--- src/hw/strap_cfg_pkg.sv ---
// constants shared by the reset strap capture block
package strap_cfg_pkg;

  localparam int unsigned ADDR_W = 8;
  localparam int unsigned DATA_W = 8;
  localparam int unsigned PLL_W  = 5;
  localparam int unsigned HOLD_W = 2;
  localparam int unsigned CNT_W  = 3;
  localparam int unsigned STRAP_W = 11;
  localparam int unsigned DBG_W  = 4;

  ////////////////////////////////////////////////////////////////////////////
  // register offsets
  localparam logic [ADDR_W-1:0] OFF_PM_CFG2    = 8'h72;
  localparam logic [ADDR_W-1:0] OFF_CLK_CFG    = 8'hE2;
  localparam logic [ADDR_W-1:0] OFF_STRAP_STAT = 8'h74;

  ////////////////////////////////////////////////////////////////////////////
  // field positions
  localparam int unsigned HOLD_LSB    = 4;
  localparam int unsigned CLK_CFG_LSB = 3;
  localparam int unsigned STAT_SERIAL = 0;
  localparam int unsigned STAT_ROM    = 1;
  localparam int unsigned STAT_FLIP   = 2;
  localparam int unsigned STAT_BUS32  = 3;
  localparam int unsigned STAT_DONE   = 4;
  localparam int unsigned STAT_FLOW   = 5;

  // strap vector layout inside the synchroniser
  localparam int unsigned SV_PLL_LSB = 0;
  localparam int unsigned SV_SERIAL  = 5;
  localparam int unsigned SV_ROM     = 6;
  localparam int unsigned SV_MCHK    = 7;
  localparam int unsigned SV_CKE     = 8;
  localparam int unsigned SV_FLIP    = 9;
  localparam int unsigned SV_WIDTH   = 10;

  ////////////////////////////////////////////////////////////////////////////
  // values after reset
  localparam logic [DATA_W-1:0]  PMCFG_RST     = 8'h00;
  localparam logic [STRAP_W-1:0] STRAP_IDLE    = 11'h7FF;
  localparam logic [PLL_W-1:0]   PLL_RST       = 5'h1F;
  localparam logic [1:0]         HRST_ASSERTED = 2'h0;
  localparam logic [DBG_W-1:0]   DBG_IDLE      = 4'h0;

  // clocks from both hard resets negated to clock-ratio capture
  localparam logic [CNT_W-1:0] CAPTURE_DELAY_CYC = 3'h4;

  typedef enum logic [1:0] {ST_HARD_RESET, ST_PLL_WAIT, ST_RUN} cap_state_t;

endpackage

--- src/hw/sync3.sv ---
// three-stage pin synchroniser that accepts a change once stages two and three agree
`timescale 1ns/1ps
module sync3 #(
  parameter int unsigned     W   = 1,
  parameter logic [W-1:0]    RST = '0
) (
  input  wire logic         clk,
  input  wire logic         rst_n,
  input  wire logic [W-1:0] d,
  output logic      [W-1:0] q
);

  logic [W-1:0] s1_q;
  logic [W-1:0] s2_q;
  logic [W-1:0] s3_q;
  logic [W-1:0] q_d;

  always_comb
  begin
    for (int i = 0; i < W; i++)
    begin
      q_d[i] = (s2_q[i] == s3_q[i]) ? s3_q[i] : q[i];
    end
  end

  always_ff @(posedge clk or negedge rst_n)
  begin
    if (!rst_n)
    begin
      s1_q <= RST;
      s2_q <= RST;
      s3_q <= RST;
      q    <= RST;
    end
    else
    begin
      s1_q <= d;
      s2_q <= s1_q;
      s3_q <= s2_q;
      q    <= q_d;
    end
  end

endmodule

--- src/hw/reset_strap_config_capture.sv ---
// reset strap capture, pin-function selection and configuration registers
// Functional notes
// (RL1) every strap pin except the five clock-ratio straps is sampled throughout hard reset and its level sets the options.
// (RL2) the five clock-ratio straps are taken a few clocks after both hard resets negate.
// (RL3) strap pull-ups are on only in reset, so an open strap reads one.
// (RL4) pull-ups on bus request and the four test-access inputs are always on.
// (RL5) serial-select one gives legacy PCI clocks, zero gives the dual serial port.
// (RL6) ROM-select one keeps legacy debug and trigger pins, zero gives extended ROM.
// (RL7) the hold-delay field loads the inverted machine-check and clock-enable straps.
// (RL8) with both of those straps high the hold-delay field resets to zero-zero.
// (RL9) in 32-bit mode the unused lanes have receivers off and drive zeros.
// (RL10) data receivers are off whenever no read is in progress.
// (RL11) a low clock-flip strap at reset turns on the clock-flip logic.
// (RL12) no flow-through SDRAM interface is offered.
// (RL13) the captured clock-ratio value reads back in the register at E2 hex.
// (RL14) captured values hold until the next hard reset.
//
// The strobed register port was left to the implementer.
`timescale 1ns/1ps
module reset_strap_config_capture
  import strap_cfg_pkg::*;
(
  input  wire logic                             sys_clk,
  input  wire logic                             arst_n,
  input  wire logic                             core_hard_reset_n,
  input  wire logic                             periph_hard_reset_n,
  input  wire logic [strap_cfg_pkg::PLL_W-1:0]  pll_cfg_strap,
  input  wire logic                             serial_select_strap,
  input  wire logic                             rom_select_strap,
  input  wire logic                             machine_check_pin,
  input  wire logic                             cke_strap,
  input  wire logic                             clock_flip_strap,
  input  wire logic                             low_lane_zero_strap,
  input  wire logic                             timebase_enable_pin,
  input  wire logic                             checkstop_input,
  input  wire logic                             soft_reset_input,
  input  wire logic                             trigger_input,
  input  wire logic                             trigger_src,
  input  wire logic                             mem_read_active,
  input  wire logic                             mem_drive_en,
  input  wire logic [31:0]                      high_data_src,
  input  wire logic [31:0]                      low_data_src,
  input  wire logic [7:0]                       parity_src,
  input  wire logic [strap_cfg_pkg::ADDR_W-1:0] reg_addr,
  input  wire logic [strap_cfg_pkg::DATA_W-1:0] reg_wdata,
  input  wire logic                             reg_wr,
  input  wire logic                             reg_rd,
  output logic      [strap_cfg_pkg::DATA_W-1:0] reg_rdata,
  output logic                                  strap_pullup_en,
  output logic      [4:0]                       req_pullup_en,
  output logic      [3:0]                       tap_pullup_en,
  output logic      [4:0]                       pci_clk_out_en,
  output logic                                  serial_port_sel,
  output logic                                  legacy_debug_sel,
  output logic                                  ext_rom_sel,
  output logic                                  timebase_en,
  output logic                                  checkstop_req,
  output logic                                  soft_reset_req,
  output logic                                  trigger_in_evt,
  output logic                                  trigger_output,
  output logic      [strap_cfg_pkg::HOLD_W-1:0] pci_output_hold_delay,
  output logic                                  clock_flip_en,
  output logic                                  bus32_mode,
  output logic                                  high_rcv_en,
  output logic                                  low_rcv_en,
  output logic      [7:0]                       parity_rcv_en,
  output logic      [31:0]                      high_data_lanes,
  output logic      [31:0]                      low_data_lanes,
  output logic      [7:0]                       memory_parity_lanes,
  output logic                                  data_lanes_oe
);

  import strap_cfg_pkg::*;

  ////////////////////////////////////////////////////////////////////////////
  // reset release
  logic rst_meta_q;
  logic rst_q;

  always_ff @(posedge sys_clk or negedge arst_n)
  begin
    if (!arst_n)
    begin
      rst_meta_q <= 1'b0;
      rst_q      <= 1'b0;
    end
    else
    begin
      rst_meta_q <= 1'b1;
      rst_q      <= rst_meta_q;
    end
  end

  ////////////////////////////////////////////////////////////////////////////
  // pin synchronisers
  logic [1:0]         hrst_s;
  logic [STRAP_W-1:0] strap_s;
  logic [DBG_W-1:0]   dbg_s;
  logic               in_hard_reset;

  sync3 #(.W(2), .RST(HRST_ASSERTED)) u_sync_hrst (
    .clk   (sys_clk),
    .rst_n (rst_q),
    .d     ({core_hard_reset_n, periph_hard_reset_n}),
    .q     (hrst_s)
  );

  sync3 #(.W(STRAP_W), .RST(STRAP_IDLE)) u_sync_strap (
    .clk   (sys_clk),
    .rst_n (rst_q),
    .d     ({low_lane_zero_strap, clock_flip_strap, cke_strap, machine_check_pin,
             rom_select_strap, serial_select_strap, pll_cfg_strap}),
    .q     (strap_s)
  );

  sync3 #(.W(DBG_W), .RST(DBG_IDLE)) u_sync_dbg (
    .clk   (sys_clk),
    .rst_n (rst_q),
    .d     ({trigger_input, soft_reset_input, checkstop_input, timebase_enable_pin}),
    .q     (dbg_s)
  );

  // either hard reset held keeps the whole capture open
  assign in_hard_reset = ~(hrst_s[0] & hrst_s[1]);

  ////////////////////////////////////////////////////////////////////////////
  // capture sequence and configuration registers
  cap_state_t        state_q;
  cap_state_t        state_d;
  logic [CNT_W-1:0]  cnt_q;
  logic [CNT_W-1:0]  cnt_d;
  logic [PLL_W-1:0]  pll_q;
  logic [PLL_W-1:0]  pll_d;
  logic              serial_q;
  logic              serial_d;
  logic              rom_q;
  logic              rom_d;
  logic              flip_q;
  logic              flip_d;
  logic              width_q;
  logic              width_d;
  logic [DATA_W-1:0] pmcfg_q;
  logic [DATA_W-1:0] pmcfg_d;
  logic [DATA_W-1:0] rdata_d;

  always_comb
  begin
    state_d  = state_q;
    cnt_d    = cnt_q;
    pll_d    = pll_q;
    serial_d = serial_q;
    rom_d    = rom_q;
    flip_d   = flip_q;
    width_d  = width_q;
    pmcfg_d  = pmcfg_q;
    if (reg_wr && reg_addr == OFF_PM_CFG2)
    begin
      pmcfg_d = reg_wdata;                                                   // RL7
    end
    unique case (state_q)
      ST_HARD_RESET:
      begin
        // straps follow the pins for as long as reset is held
        serial_d = strap_s[SV_SERIAL];                                       // RL1
        rom_d    = strap_s[SV_ROM];                                          // RL1
        flip_d   = strap_s[SV_FLIP];                                         // RL1
        width_d  = strap_s[SV_WIDTH];                                        // RL1
        // reset load wins over a software write; open straps give 2'b00
        pmcfg_d[HOLD_LSB+1] = ~strap_s[SV_MCHK];                             // RL7 RL8
        pmcfg_d[HOLD_LSB]   = ~strap_s[SV_CKE];                              // RL7 RL8
        cnt_d = '0;
        if (!in_hard_reset)
        begin
          state_d = ST_PLL_WAIT;
        end
      end
      ST_PLL_WAIT:
      begin
        cnt_d = cnt_q + 3'h1;
        if (cnt_q == CAPTURE_DELAY_CYC - 3'h1)
        begin
          pll_d   = strap_s[SV_PLL_LSB +: PLL_W];                            // RL2
          state_d = ST_RUN;
        end
      end
      ST_RUN:
      begin
        // pins are free for their run-time use now; latches stay put
        state_d = ST_RUN;                                                    // RL14
      end
    endcase
    if (in_hard_reset)
    begin
      state_d = ST_HARD_RESET;
    end
  end

  // read answer in the cycle after the strobe only
  always_comb
  begin
    rdata_d = '0;
    if (reg_rd)
    begin
      unique case (reg_addr)
        OFF_PM_CFG2:
        begin
          rdata_d = pmcfg_q;
        end
        OFF_CLK_CFG:
        begin
          rdata_d[CLK_CFG_LSB +: PLL_W] = pll_q;                             // RL13
        end
        OFF_STRAP_STAT:
        begin
          rdata_d[STAT_SERIAL] = serial_q;
          rdata_d[STAT_ROM]    = rom_q;
          rdata_d[STAT_FLIP]   = flip_q;
          rdata_d[STAT_BUS32]  = ~width_q;
          rdata_d[STAT_DONE]   = (state_q == ST_RUN);
          // flow-through mode is not built; its bit always reads zero
          rdata_d[STAT_FLOW]   = 1'b0;                                       // RL12
        end
        default:
        begin
          rdata_d = '0;
        end
      endcase
    end
  end

  always_ff @(posedge sys_clk or negedge rst_q)
  begin
    if (!rst_q)
    begin
      state_q   <= ST_HARD_RESET;
      cnt_q     <= '0;
      pll_q     <= PLL_RST;
      serial_q  <= 1'b1;
      rom_q     <= 1'b1;
      flip_q    <= 1'b1;
      width_q   <= 1'b1;
      pmcfg_q   <= PMCFG_RST;
      reg_rdata <= '0;
    end
    else
    begin
      state_q   <= state_d;
      cnt_q     <= cnt_d;
      pll_q     <= pll_d;
      serial_q  <= serial_d;
      rom_q     <= rom_d;
      flip_q    <= flip_d;
      width_q   <= width_d;
      pmcfg_q   <= pmcfg_d;
      reg_rdata <= rdata_d;
    end
  end

  ////////////////////////////////////////////////////////////////////////////
  // pin functions steered by the captured straps
  logic        bus32;
  logic [4:0]  clk_en_d;
  logic [3:0]  dbg_d;
  logic        trigger_output_d;
  logic [31:0] low_d;
  logic [7:0]  prty_d;
  logic [7:0]  prty_rcv_d;
  logic        low_rcv_d;
  logic        high_rcv_d;

  assign bus32 = ~width_q;

  always_comb
  begin
    // pci clock four is never shared with the serial port
    clk_en_d   = {1'b1, {4{serial_q}}};                                      // RL5
    dbg_d      = rom_q ? dbg_s : 4'h0;                                       // RL6
    trigger_output_d = rom_q & trigger_src;                                        // RL6
    high_rcv_d = mem_read_active;                                            // RL10
    low_rcv_d  = mem_read_active & ~bus32;                                   // RL9 RL10
    prty_rcv_d = {{4{mem_read_active & ~bus32}}, {4{mem_read_active}}};      // RL9 RL10
    low_d      = bus32 ? 32'h0000_0000 : low_data_src;                       // RL9
    prty_d     = bus32 ? {4'h0, parity_src[3:0]} : parity_src;               // RL9
  end

  always_ff @(posedge sys_clk or negedge rst_q)
  begin
    if (!rst_q)
    begin
      strap_pullup_en     <= 1'b1;
      pci_clk_out_en      <= 5'h1F;
      serial_port_sel     <= 1'b0;
      legacy_debug_sel    <= 1'b1;
      ext_rom_sel         <= 1'b0;
      timebase_en         <= 1'b0;
      checkstop_req       <= 1'b0;
      soft_reset_req      <= 1'b0;
      trigger_in_evt      <= 1'b0;
      trigger_output      <= 1'b0;
      clock_flip_en       <= 1'b0;
      bus32_mode          <= 1'b0;
      high_rcv_en         <= 1'b0;
      low_rcv_en          <= 1'b0;
      parity_rcv_en       <= 8'h00;
      high_data_lanes     <= 32'h0000_0000;
      low_data_lanes      <= 32'h0000_0000;
      memory_parity_lanes <= 8'h00;
      data_lanes_oe       <= 1'b0;
    end
    else
    begin
      strap_pullup_en     <= in_hard_reset;                                  // RL3
      pci_clk_out_en      <= clk_en_d;                                       // RL5
      serial_port_sel     <= ~serial_q;                                      // RL5
      legacy_debug_sel    <= rom_q;                                          // RL6
      ext_rom_sel         <= ~rom_q;                                         // RL6
      timebase_en         <= dbg_d[0];
      checkstop_req       <= dbg_d[1];
      soft_reset_req      <= dbg_d[2];
      trigger_in_evt      <= dbg_d[3];
      trigger_output      <= trigger_output_d;
      clock_flip_en       <= ~flip_q;                                        // RL11
      bus32_mode          <= bus32;
      high_rcv_en         <= high_rcv_d;
      low_rcv_en          <= low_rcv_d;
      parity_rcv_en       <= prty_rcv_d;
      high_data_lanes     <= high_data_src;
      low_data_lanes      <= low_d;
      memory_parity_lanes <= prty_d;
      data_lanes_oe       <= mem_drive_en;
    end
  end

  // these pull-ups do not depend on reset at all
  assign req_pullup_en = 5'h1F;                                              // RL4
  assign tap_pullup_en = 4'hF;                                               // RL4

  assign pci_output_hold_delay = pmcfg_q[HOLD_LSB +: HOLD_W];                // RL7

endmodule

--- config.mk ---
export PLATFORM = sky130hd
export DESIGN_NAME = reset_strap_config_capture
export DESIGN_NICKNAME = d
export VERILOG_FILES = /design/src/hw/strap_cfg_pkg.sv /design/src/hw/sync3.sv /design/src/hw/reset_strap_config_capture.sv
export SDC_FILE = /design/constraint.sdc
export NUM_CORES = 1
export LEC_CHECK = 0
export BUFFER_PORTS_ARGS = -buffer_cell sky130_fd_sc_hd__buf_2
export CAP_MARGIN = 10
export CORE_ASPECT_RATIO = 2
export CORE_MARGIN = 10
export CORE_UTILIZATION = 50
export CTS_BUF_LIST = sky130_fd_sc_hd__clkbuf_2
export CTS_CLUSTER_DIAMETER = 200
export CTS_CLUSTER_SIZE = 40
export DETAILED_ROUTE_END_ITERATION = 10
export PLACE_DENSITY_LB_ADDON = 0.08
export SLEW_MARGIN = 20
export SYNTH_ARGS = -nofsm -noshare
export SYNTH_HDL_FRONTEND = slang
export SYNTH_HIERARCHICAL = 1
export SYNTH_SLANG_ARGS = --single-unit
export TNS_END_PERCENT = 30
--- constraint.sdc ---
create_clock -name sys_clk -period 6 [get_ports sys_clk]
set_input_delay 1.2 -clock sys_clk [delete_from_list [all_inputs] [get_ports sys_clk]]
set_output_delay 1.2 -clock sys_clk [all_outputs]
set_load 0.01 [all_outputs]
# Word-level counts from Yosys, hierarchy flattened
# Index checks and enable logic that the tools add are counted.
[totals]
register_bits = 192
inputBits = 112
output_inout_bits = 118
wordCells = 110
[classes]
add_sub_neg = 1
n_eq_ne = 24
muxes = 13
bitwise = 10
n_reduce_logical = 5
[ops]
columns = ["op", "count"]
rows = [
  ["two-way mux 32 bit", 1],
  ["== test 1 bit", 17],
  ["== test 8 x 7 -> 1 bit, second input constant", 2],
  ["two-way mux 8 bit", 2],
  ["one-hot mux 3 bit (2 select lines)", 2],
  ["one-hot mux 3 bit (3 select lines)", 1],
  ["== test 8 bit, second input constant", 1],
  ["NOT 1 bit", 7],
  ["two-way mux 2 bit", 3],
  ["two-way mux 6 bit", 1],
  ["one-hot mux 2 bit (3 select lines)", 1],
  ["two-way mux 4 bit", 1],
  ["one-hot mux 2 bit (2 select lines)", 1],
  ["nonzero test 2 bit", 2],
  ["adder 3 x 1 -> 3 bit, second input constant", 1],
  ["bitwise AND 1 bit", 3],
  ["== test 3 x 2 -> 1 bit, second input constant", 1],
  ["inequality test 3 bit, second input constant", 1],
  ["== test 2 x 1 -> 1 bit, second input constant", 1],
  ["== test 2 bit, second input constant", 1],
  ["zero test 2 bit", 1],
  ["AND reduction 2 bit", 1],
  ["logical AND 1 bit", 1],
]

# Longest topological paths before layout
# Gate-level depths: netlist (run 1).
[depth]
ltp_word = 4
ltp_mapped = 5
ltp_nobuf = 5

# Cells and area by module
# Netlist (run 1), hierarchy kept.
[by_module_without_submodules]
columns = ["module", "n_inst", "cells_per_inst", "area_per_inst_um2"]
rows = [
  ["reset_strap_config_capture", 1, 284, 4176.5],
  ["sync3 (u_sync_strap)", 1, 55, 1280.0],
  ["sync3 (u_sync_dbg)", 1, 20, 445.4],
  ["sync3 (u_sync_hrst)", 1, 10, 222.7],
]

# Worst setup path after synthesis (run 1)
# Ideal clock, no wire load.
[synth_timing]
path_kind = "input to register"
from = "input reg_addr[3] in the netlist's numbering"
to = "register pmcfg_q[0]"
arrival_time_ps = 2002
setup_slack_ps = 3874
stages = 4
n_path_buf = 1
path_cell_list = "and4bb_1 buf_6 nand4_4 mux2_2"
[synth_via]
elab_chain_cells = 2
[synth_lines]
columns = ["element", "line", "rtl"]
rows = [
  ["start: declaration", "reset_strap_config_capture.sv:44", "input wire logic [strap_cfg_pkg::ADDR_W-1:0] reg_addr,"],
  ["== test 8 x 7 -> 1 bit", "reset_strap_config_capture.sv:156", "if (reg_wr && reg_addr == OFF_PM_CFG2)"],
  ["logical AND 1 bit", "reset_strap_config_capture.sv:156", ""],
  ["end signal: assignment", "reset_strap_config_capture.sv:254", "pmcfg_q <= pmcfg_d;"],
  ["end: declaration", "reset_strap_config_capture.sv:142", "logic [DATA_W-1:0] pmcfg_q;"],
]
# Every way passes these cells.
# A chain may end at the register's enable or synchronous reset.

# Worst setup path after layout (run 1)
[layout_timing]
from = "register pci_clk_out_en[0] (netlist name)"
to = "output pci_clk_out_en[3]"
[layout_rtl]
columns = ["element", "line", "rtl"]
rows = [
  ["end: declaration", "reset_strap_config_capture.sv:52", "output logic [4:0] pci_clk_out_en,"],
]
# No word-level cell between the ends.

==> flow_metrics.py, run 1 <==
metrics = {
    "worst_setup_path": {
        "crit_required_ps": 4800,
        "crit_chain": "buf_2",
        "r2r_end": "low_data_lanes[10]",
        "cp-start-kind": "flop",
        "r2r_cells": 1,
        "crit_arrival_ps": 1440,
        "r2r_start": "rst_q",
        "worst_path_max_delay_cell": "dfstp_2",
        "slowest_delay_ps": 610,
        "worstSetupPathType": "flop to primary output",
        "cp_top_family": "flip-flops",
        "cp-end-kind": "primary output",
        "crit_buf_inv": 1,
        "critPathMaxFanout": 4,
        "reg2reg_slack_ps": 4540,
    },
    "sta": {
        "rsz0062_at_grt": "no",
        "relSlewSlack_pct": 50.1,
        "skew_ps": 40.6,
        "fmax_mhz": 379,
        "drv_slew": 0,
        "post-route-min-period_ps": 2640,
        "fin_crit_sh_pct": 44.0,
        "tightest_slew_ps": 748,
        "holdWs_ps": 214,
        "setup-tns-final_ps": 0,
        "hold_viol": 0,
        "setup_viol": 0,
    },
    "clocking": {
        "clockBufferDepth": 2,
        "htreeDepth": 4,
        "clk_pin_slew_ps": 280,
        "root_buffer": "clkbuf_2",
        "cts_made_buffers": 17,
        "cts_sinks": 187,
        "cts_tree": "done",
        "cts_hold_buf": 0,
        "cts_setup_buffers": 0,
        "post_cts_resized": 0,
        "clkLatencyLatePin_ps": 690,
    },
    "route": {
        "viasPerCell": 4.74,
        "dr_total_vias": 3553,
        "route.detailed.drc": 0,
        "drt_pre_antenna_iters": 4,
        "ant_nets": 0,
        "drtIter0Drc": 109,
        "routed_wl_um": 13300,
        "wl_per_cell_um": 17.8,
    },
    "place": {
        "place_area_um2": 7230,
        "hpwlAfterDp_um": 10300,
        "port_buffers": 219,
        "dp_cells": 715,
        "routabilityCongestion": 0.807,
    },
    "grt": {
        "grt_pass1_wl_um": 21200,
        "antenna_found_initial": 2,
        "grt_pass1_vias": 4056,
        "grt_max_degree": 89,
        "grt_overflow": 0,
        "grt_busiest_layer": "met2",
        "use_met3_pct": 7.48,
        "grt_use_met1_pct": 15.6,
        "grt_use_met2_pct": 26.8,
        "track_usage_pct": 15.5,
    },
    "die": {
        "die_x_um": 98.3,
        "fp-row-count": 57,
        "die_area_um2": 17300,
        "dieHeight_um": 177,
        "pin_count": 230,
        "coreArea_um2": 12100,
        "start_util_pct": 50.8,
    },
    "logic_synthesis": {
        "syn_avg_cell_area_um2": 16.6,
        "synthCells": 369,
        "synth_top_cell_by_area": "dfrtp_1",
        "ys.warnings.count": 6,
        "yosys.area.top_type_share_pct": 53.5,
        "syn_area_um2": 6120,
        "yosys-top-cells-area": "dfrtp_1 54%, dfstp_2 24%, and2_1 4.3%",
        "synth_edf_count": 0,
        "synth-main-ff-cell": "dfrtp_1",
        "ys_types": 39,
        "ys_ff_latch": 187,
        "synthArstFlopShare_pct": 100,
        "ys_seq_area_share_pct": 77.5,
    },
    "cells_and_area": {
        "instances_no_fill": 750,
        "syn_to_final_growth_pct": 22.5,
        "fin_nets": 705,
        "fin_area_um2": 7500,
        "final_common_cell": "buf_2",
        "drive_above_1_share_pct": 57.4,
        "final_cell_mix": "219 x buf_2, 130 x dfrtp_1, 56 x dfstp_2",
    },
    "pwr": {
        "vdd_drop_max_mv": 0.185,
        "p_leak_nw": 3.78,
        "fin_total_pwr_w": 0.00237,
        "powerDensity_nw_per_um2": 316,
    },
    "worst_hold_path": {
        "min_path_type": "input pin to asynchronous set/reset pin",
    },
    "run": {
        "cap_violations": 0,
    },
    "outcome": {
        "status": "finished, final reports clean",
    },
}
logic make-up (layout without fill, tap and decap cells):
| family | count (synthesis) | in the layout | share of synthesized area, % |
|---|---|---|---|
| fa+ha+maj | 22 | 22 | 4.15 |
| compound gates | 25 | 25 | 2.94 |
| xor+xnor | 1 | 1 | 0.143 |
| flops | 187 | 187 | 77.5 |
| mux | 13 | 13 | 2.35 |
| buf+inv | 40 | 262 | 4.25 |
| simple gates | 80 | 80 | 8.56 |
| other cells | 1 | 13 | 0.0612 |
layer usage:
metal	routed length [µm]	share of wire, %
met5	0	0
met3	1190	9.0
met2	7120	53
met4	370	2.8
met1	4640	35
worst max path at each step:
stage,start,endpoint,depth (start not counted)
after floorplan,rst_q,bus32_mode,0
after CTS,pci_clk_out_en[0],pci_clk_out_en[3],1
final,pci_clk_out_en[0],pci_clk_out_en[3],1
after detailed placement,reg_addr[3],pmcfg_q[2],4
after global routing,pci_clk_out_en[0],pci_clk_out_en[0],1
after global placement,reg_addr[3],pmcfg_q[6],4
power by group:
group          switching [W]  total [W]  leakage (nW)  internal [W]
Clock               0.000440   0.000611         0.152      0.000171
Sequential         0.0000660    0.00147          2.21       0.00140
Combinational       0.000157   0.000292          1.42      0.000135
Total               0.000663    0.00237          3.78       0.00171
per-stage QoR:
stage | setup slack (ps) | utilization [%]
2_1_floorplan | 501 | -
3_3_place_gp | 3390 | 60.0
3_5_place_dp | 3340 | 60.0
4_1_cts | 3270 | 62.0
5_1_grt | 3200 | 62.2
6_report | 3360 | 62.2
area by class of cell:
class | instances | area (µm²)
inverter | 8 | 30.0
multi-input combinational | 152 | 1150
antenna | 2 | 5.00
tap | 147 | 184
sequential | 187 | 4750
clock inverter | 14 | 149
clock buffer | 18 | 90.1
fill | 960 | 4550
timing repair buffer | 222 | 1140
cells in the mapped netlist (all sizes together) (2+ instances only):
library cell	number
a211oi	2
a21boi	3
a21oi	2
a22oi	5
a41oi	2
and2	42
and3b	4
and4bb	3
buf	26
clkbuf	6
dfrtp	131
dfstp	56
ha	5
inv	8
maj3	17
mux2	11
mux2i	2
nand2	8
nand2b	3
nand3	9
nand4bb	2
nor2	4
nor2b	2
o211ai	2
o21ai	4
o31ai	3
registers in the layout (all words and copies together) (netlist names), 5 cells and up:
name	cells
u_sync_strap/s2_q	11
u_sync_strap/q	11
pmcfg_q	8
high_data_lanes	32
memory_parity_lanes	8
u_sync_strap/s3_q	11
low_data_lanes	32
u_sync_strap/s1_q	11
reg_rdata	8
pll_q	5
Note: power is estimated with default switching activity, not from simulation.
==> inputs of run 2 (changes only) <==
clock period = 2.7 ns   (was 6 ns; I/O delays follow)
==> flow_metrics.py, run 2 (synthesis gave the netlist of run 1 again) <==
metrics = {
    "outcome": {
        "status": "finished, final reports clean",
    },
    "route": {
        "route.detailed.drc": 0,
        "wl_per_cell_um": 18.7,
        "drtIter0Drc": 149,
        "drt_pre_antenna_iters": 4,
        "routed_wl_um": 16000,
        "dr_total_vias": 4087,
        "viasPerCell": 4.78,
        "ant_nets": 0,
    },
    "sta": {
        "tightest_slew_ps": 602,
        "fmax_mhz": 506,
        "drv_slew": 0,
        "setup-tns-final_ps": 0,
        "skew_ps": 50.6,
        "rsz0062_at_grt": "no",
        "fin_crit_sh_pct": 73.2,
        "relSlewSlack_pct": 59.9,
        "post-route-min-period_ps": 1980,
        "setup_viol": 0,
        "hold_viol": 0,
    },
    "clocking": {
        "root_buffer": "clkbuf_2",
        "htreeDepth": 4,
        "cts_made_buffers": 17,
        "clkLatencyLatePin_ps": 710,
        "cts_tree": "done",
        "clockBufferDepth": 2,
        "cts_sinks": 187,
        "cts_setup_buffers": 0,
        "clk_pin_slew_ps": 300,
    },
    "pwr": {
        "clockPowerShare_pct": 26.1,
        "p_leak_nw": 4.21,
        "pwr-share-comb_pct": 14.2,
        "powerDensity_nw_per_um2": 641,
        "switchingPower_w": 0.00157,
        "internal_power_w": 0.00391,
        "fin_total_pwr_w": 0.00548,
        "seq_power_share_pct": 59.7,
        "p_sw_share_pct": 28.7,
        "vdd_drop_max_mv": 0.461,
    },
    "cells_and_area": {
        "syn_to_final_growth_pct": 39.6,
        "fin_nets": 805,
        "top_regs": "high_data_lanes (32), low_data_lanes (32)",
        "final_cell_mix": "219 x buf_2, 130 x dfrtp_1, 100 x dlygate4sd3_1",
        "fin_area_um2": 8550,
        "final_common_cell": "buf_2",
        "drive_above_1_share_pct": 49.2,
        "instances_no_fill": 855,
    },
    "run": {
        "cap_violations": 0,
    },
    "place": {
        "hpwlAfterDp_um": 10600,
        "port_buffers": 219,
        "routabilityCongestion": 0.764,
        "place_area_um2": 7260,
        "dp_cells": 716,
    },
    "die": {
        "die_area_um2": 17300,
        "die_x_um": 98.3,
        "fp-row-count": 57,
        "pin_count": 230,
        "dieHeight_um": 177,
        "coreArea_um2": 12100,
        "start_util_pct": 50.8,
    },
    "worst_setup_path": {
        "crit_chain": "buf_2",
        "crit_buf_inv": 1,
        "critPathMaxFanout": 4,
        "cp-start-kind": "flop",
        "cp_top_family": "flip-flops",
        "crit_required_ps": 2160,
        "cp-end-kind": "primary output",
        "crit_arrival_ps": 1440,
        "worst_path_max_delay_cell": "dfstp_2",
        "worstSetupPathType": "flop to primary output",
        "slowest_delay_ps": 610,
    },
    "grt": {
        "grt_overflow": 0,
        "grt_max_degree": 76,
        "antenna_found_initial": 6,
        "grt_pass1_wl_um": 25400,
        "track_usage_pct": 18.6,
        "grt_pass1_vias": 4749,
    },
    "worst_hold_path": {
        "min_path_type": "input pin to flop",
    },
}
[run 2: changes by cell type in the layout (fill, tap and decap cells not counted)]
cell and change:
clkinvlp_4 +1, inv_8 +2, buf_16 -1, inv_6 -3, buf_12 +2, clkinv_8 +2
dlygate4sd3_1 +100, diode_2 +5, buf_4 -1, clkinv_2 -2
[run 2: worst paths after layout]
path / start / endpoint / slack [ps] / cells after the start
setup / recovery: pci_clk_out_en[0] / pci_clk_out_en[1] / 720 / 1
hold / removal: reg_rd / reg_rdata[2] / 140 / 2
setup reg to reg: cnt_q[0] / pll_q[0] / 1280 / 4
hold reg to reg: rst_q / low_data_lanes[27] / 320 / 0
max in group asynchronous: rst_q / width_q / 1510 / 1
min in group asynchronous: rst_q / low_data_lanes[27] / 320 / 0
[run 2: metal layers]
metal	vias to the layer above	GRT usage (%)	share of wire, %
li1	1832	-	-
met1	2060	18.3	34
met2	173	32.6	54
met3	22	8.81	9.1
met4	0	7.92	2.4
met5	-	0	0
[run 2: cell type report]
class / count / area, µm²
Antenna cell: 7 / 17.5
Timing Repair Buffer: 322 / 2140
Clock inverter: 14 / 175
Fill cell: 808 / 3510
Multi-Input combinational cell: 152 / 1150
Inverter: 8 / 30.0
Sequential cell: 187 / 4750
Tap cell: 147 / 184
Clock buffer: 18 / 90.1
[run 2: metrics by stage]
stage | worst slack (ps) | hold WS (ps) | utilization (%)
floorplan | 813 | 244 | -
global placement | 938 | 327 | 60.3
finish | 724 | 137 | 70.9
detailed placement | 851 | 327 | 60.3
global route | 535 | 5.69 | 70.9
CTS | 611 | 8.82 | 70.7
[run 2: repair_timing]
item                                   4_1_cts  5_1_grt
gates resized for setup                      0        0
hold buffers                                99        1
endpoints found under the hold margin      101        1
[run 2: power groups by stage]
stage	Sequential [W]	Clock (W)	Combinational, W
6_report	0.00327	0.00143	0.000778
3_3_place_gp	0.00330	0	0.000649
5_1_grt	0.00331	0.00162	0.000858
4_1_cts	0.00327	0.00150	0.000783
2_1_floorplan	0.00336	0	0.000290
3_5_place_dp	0.00332	0	0.000668
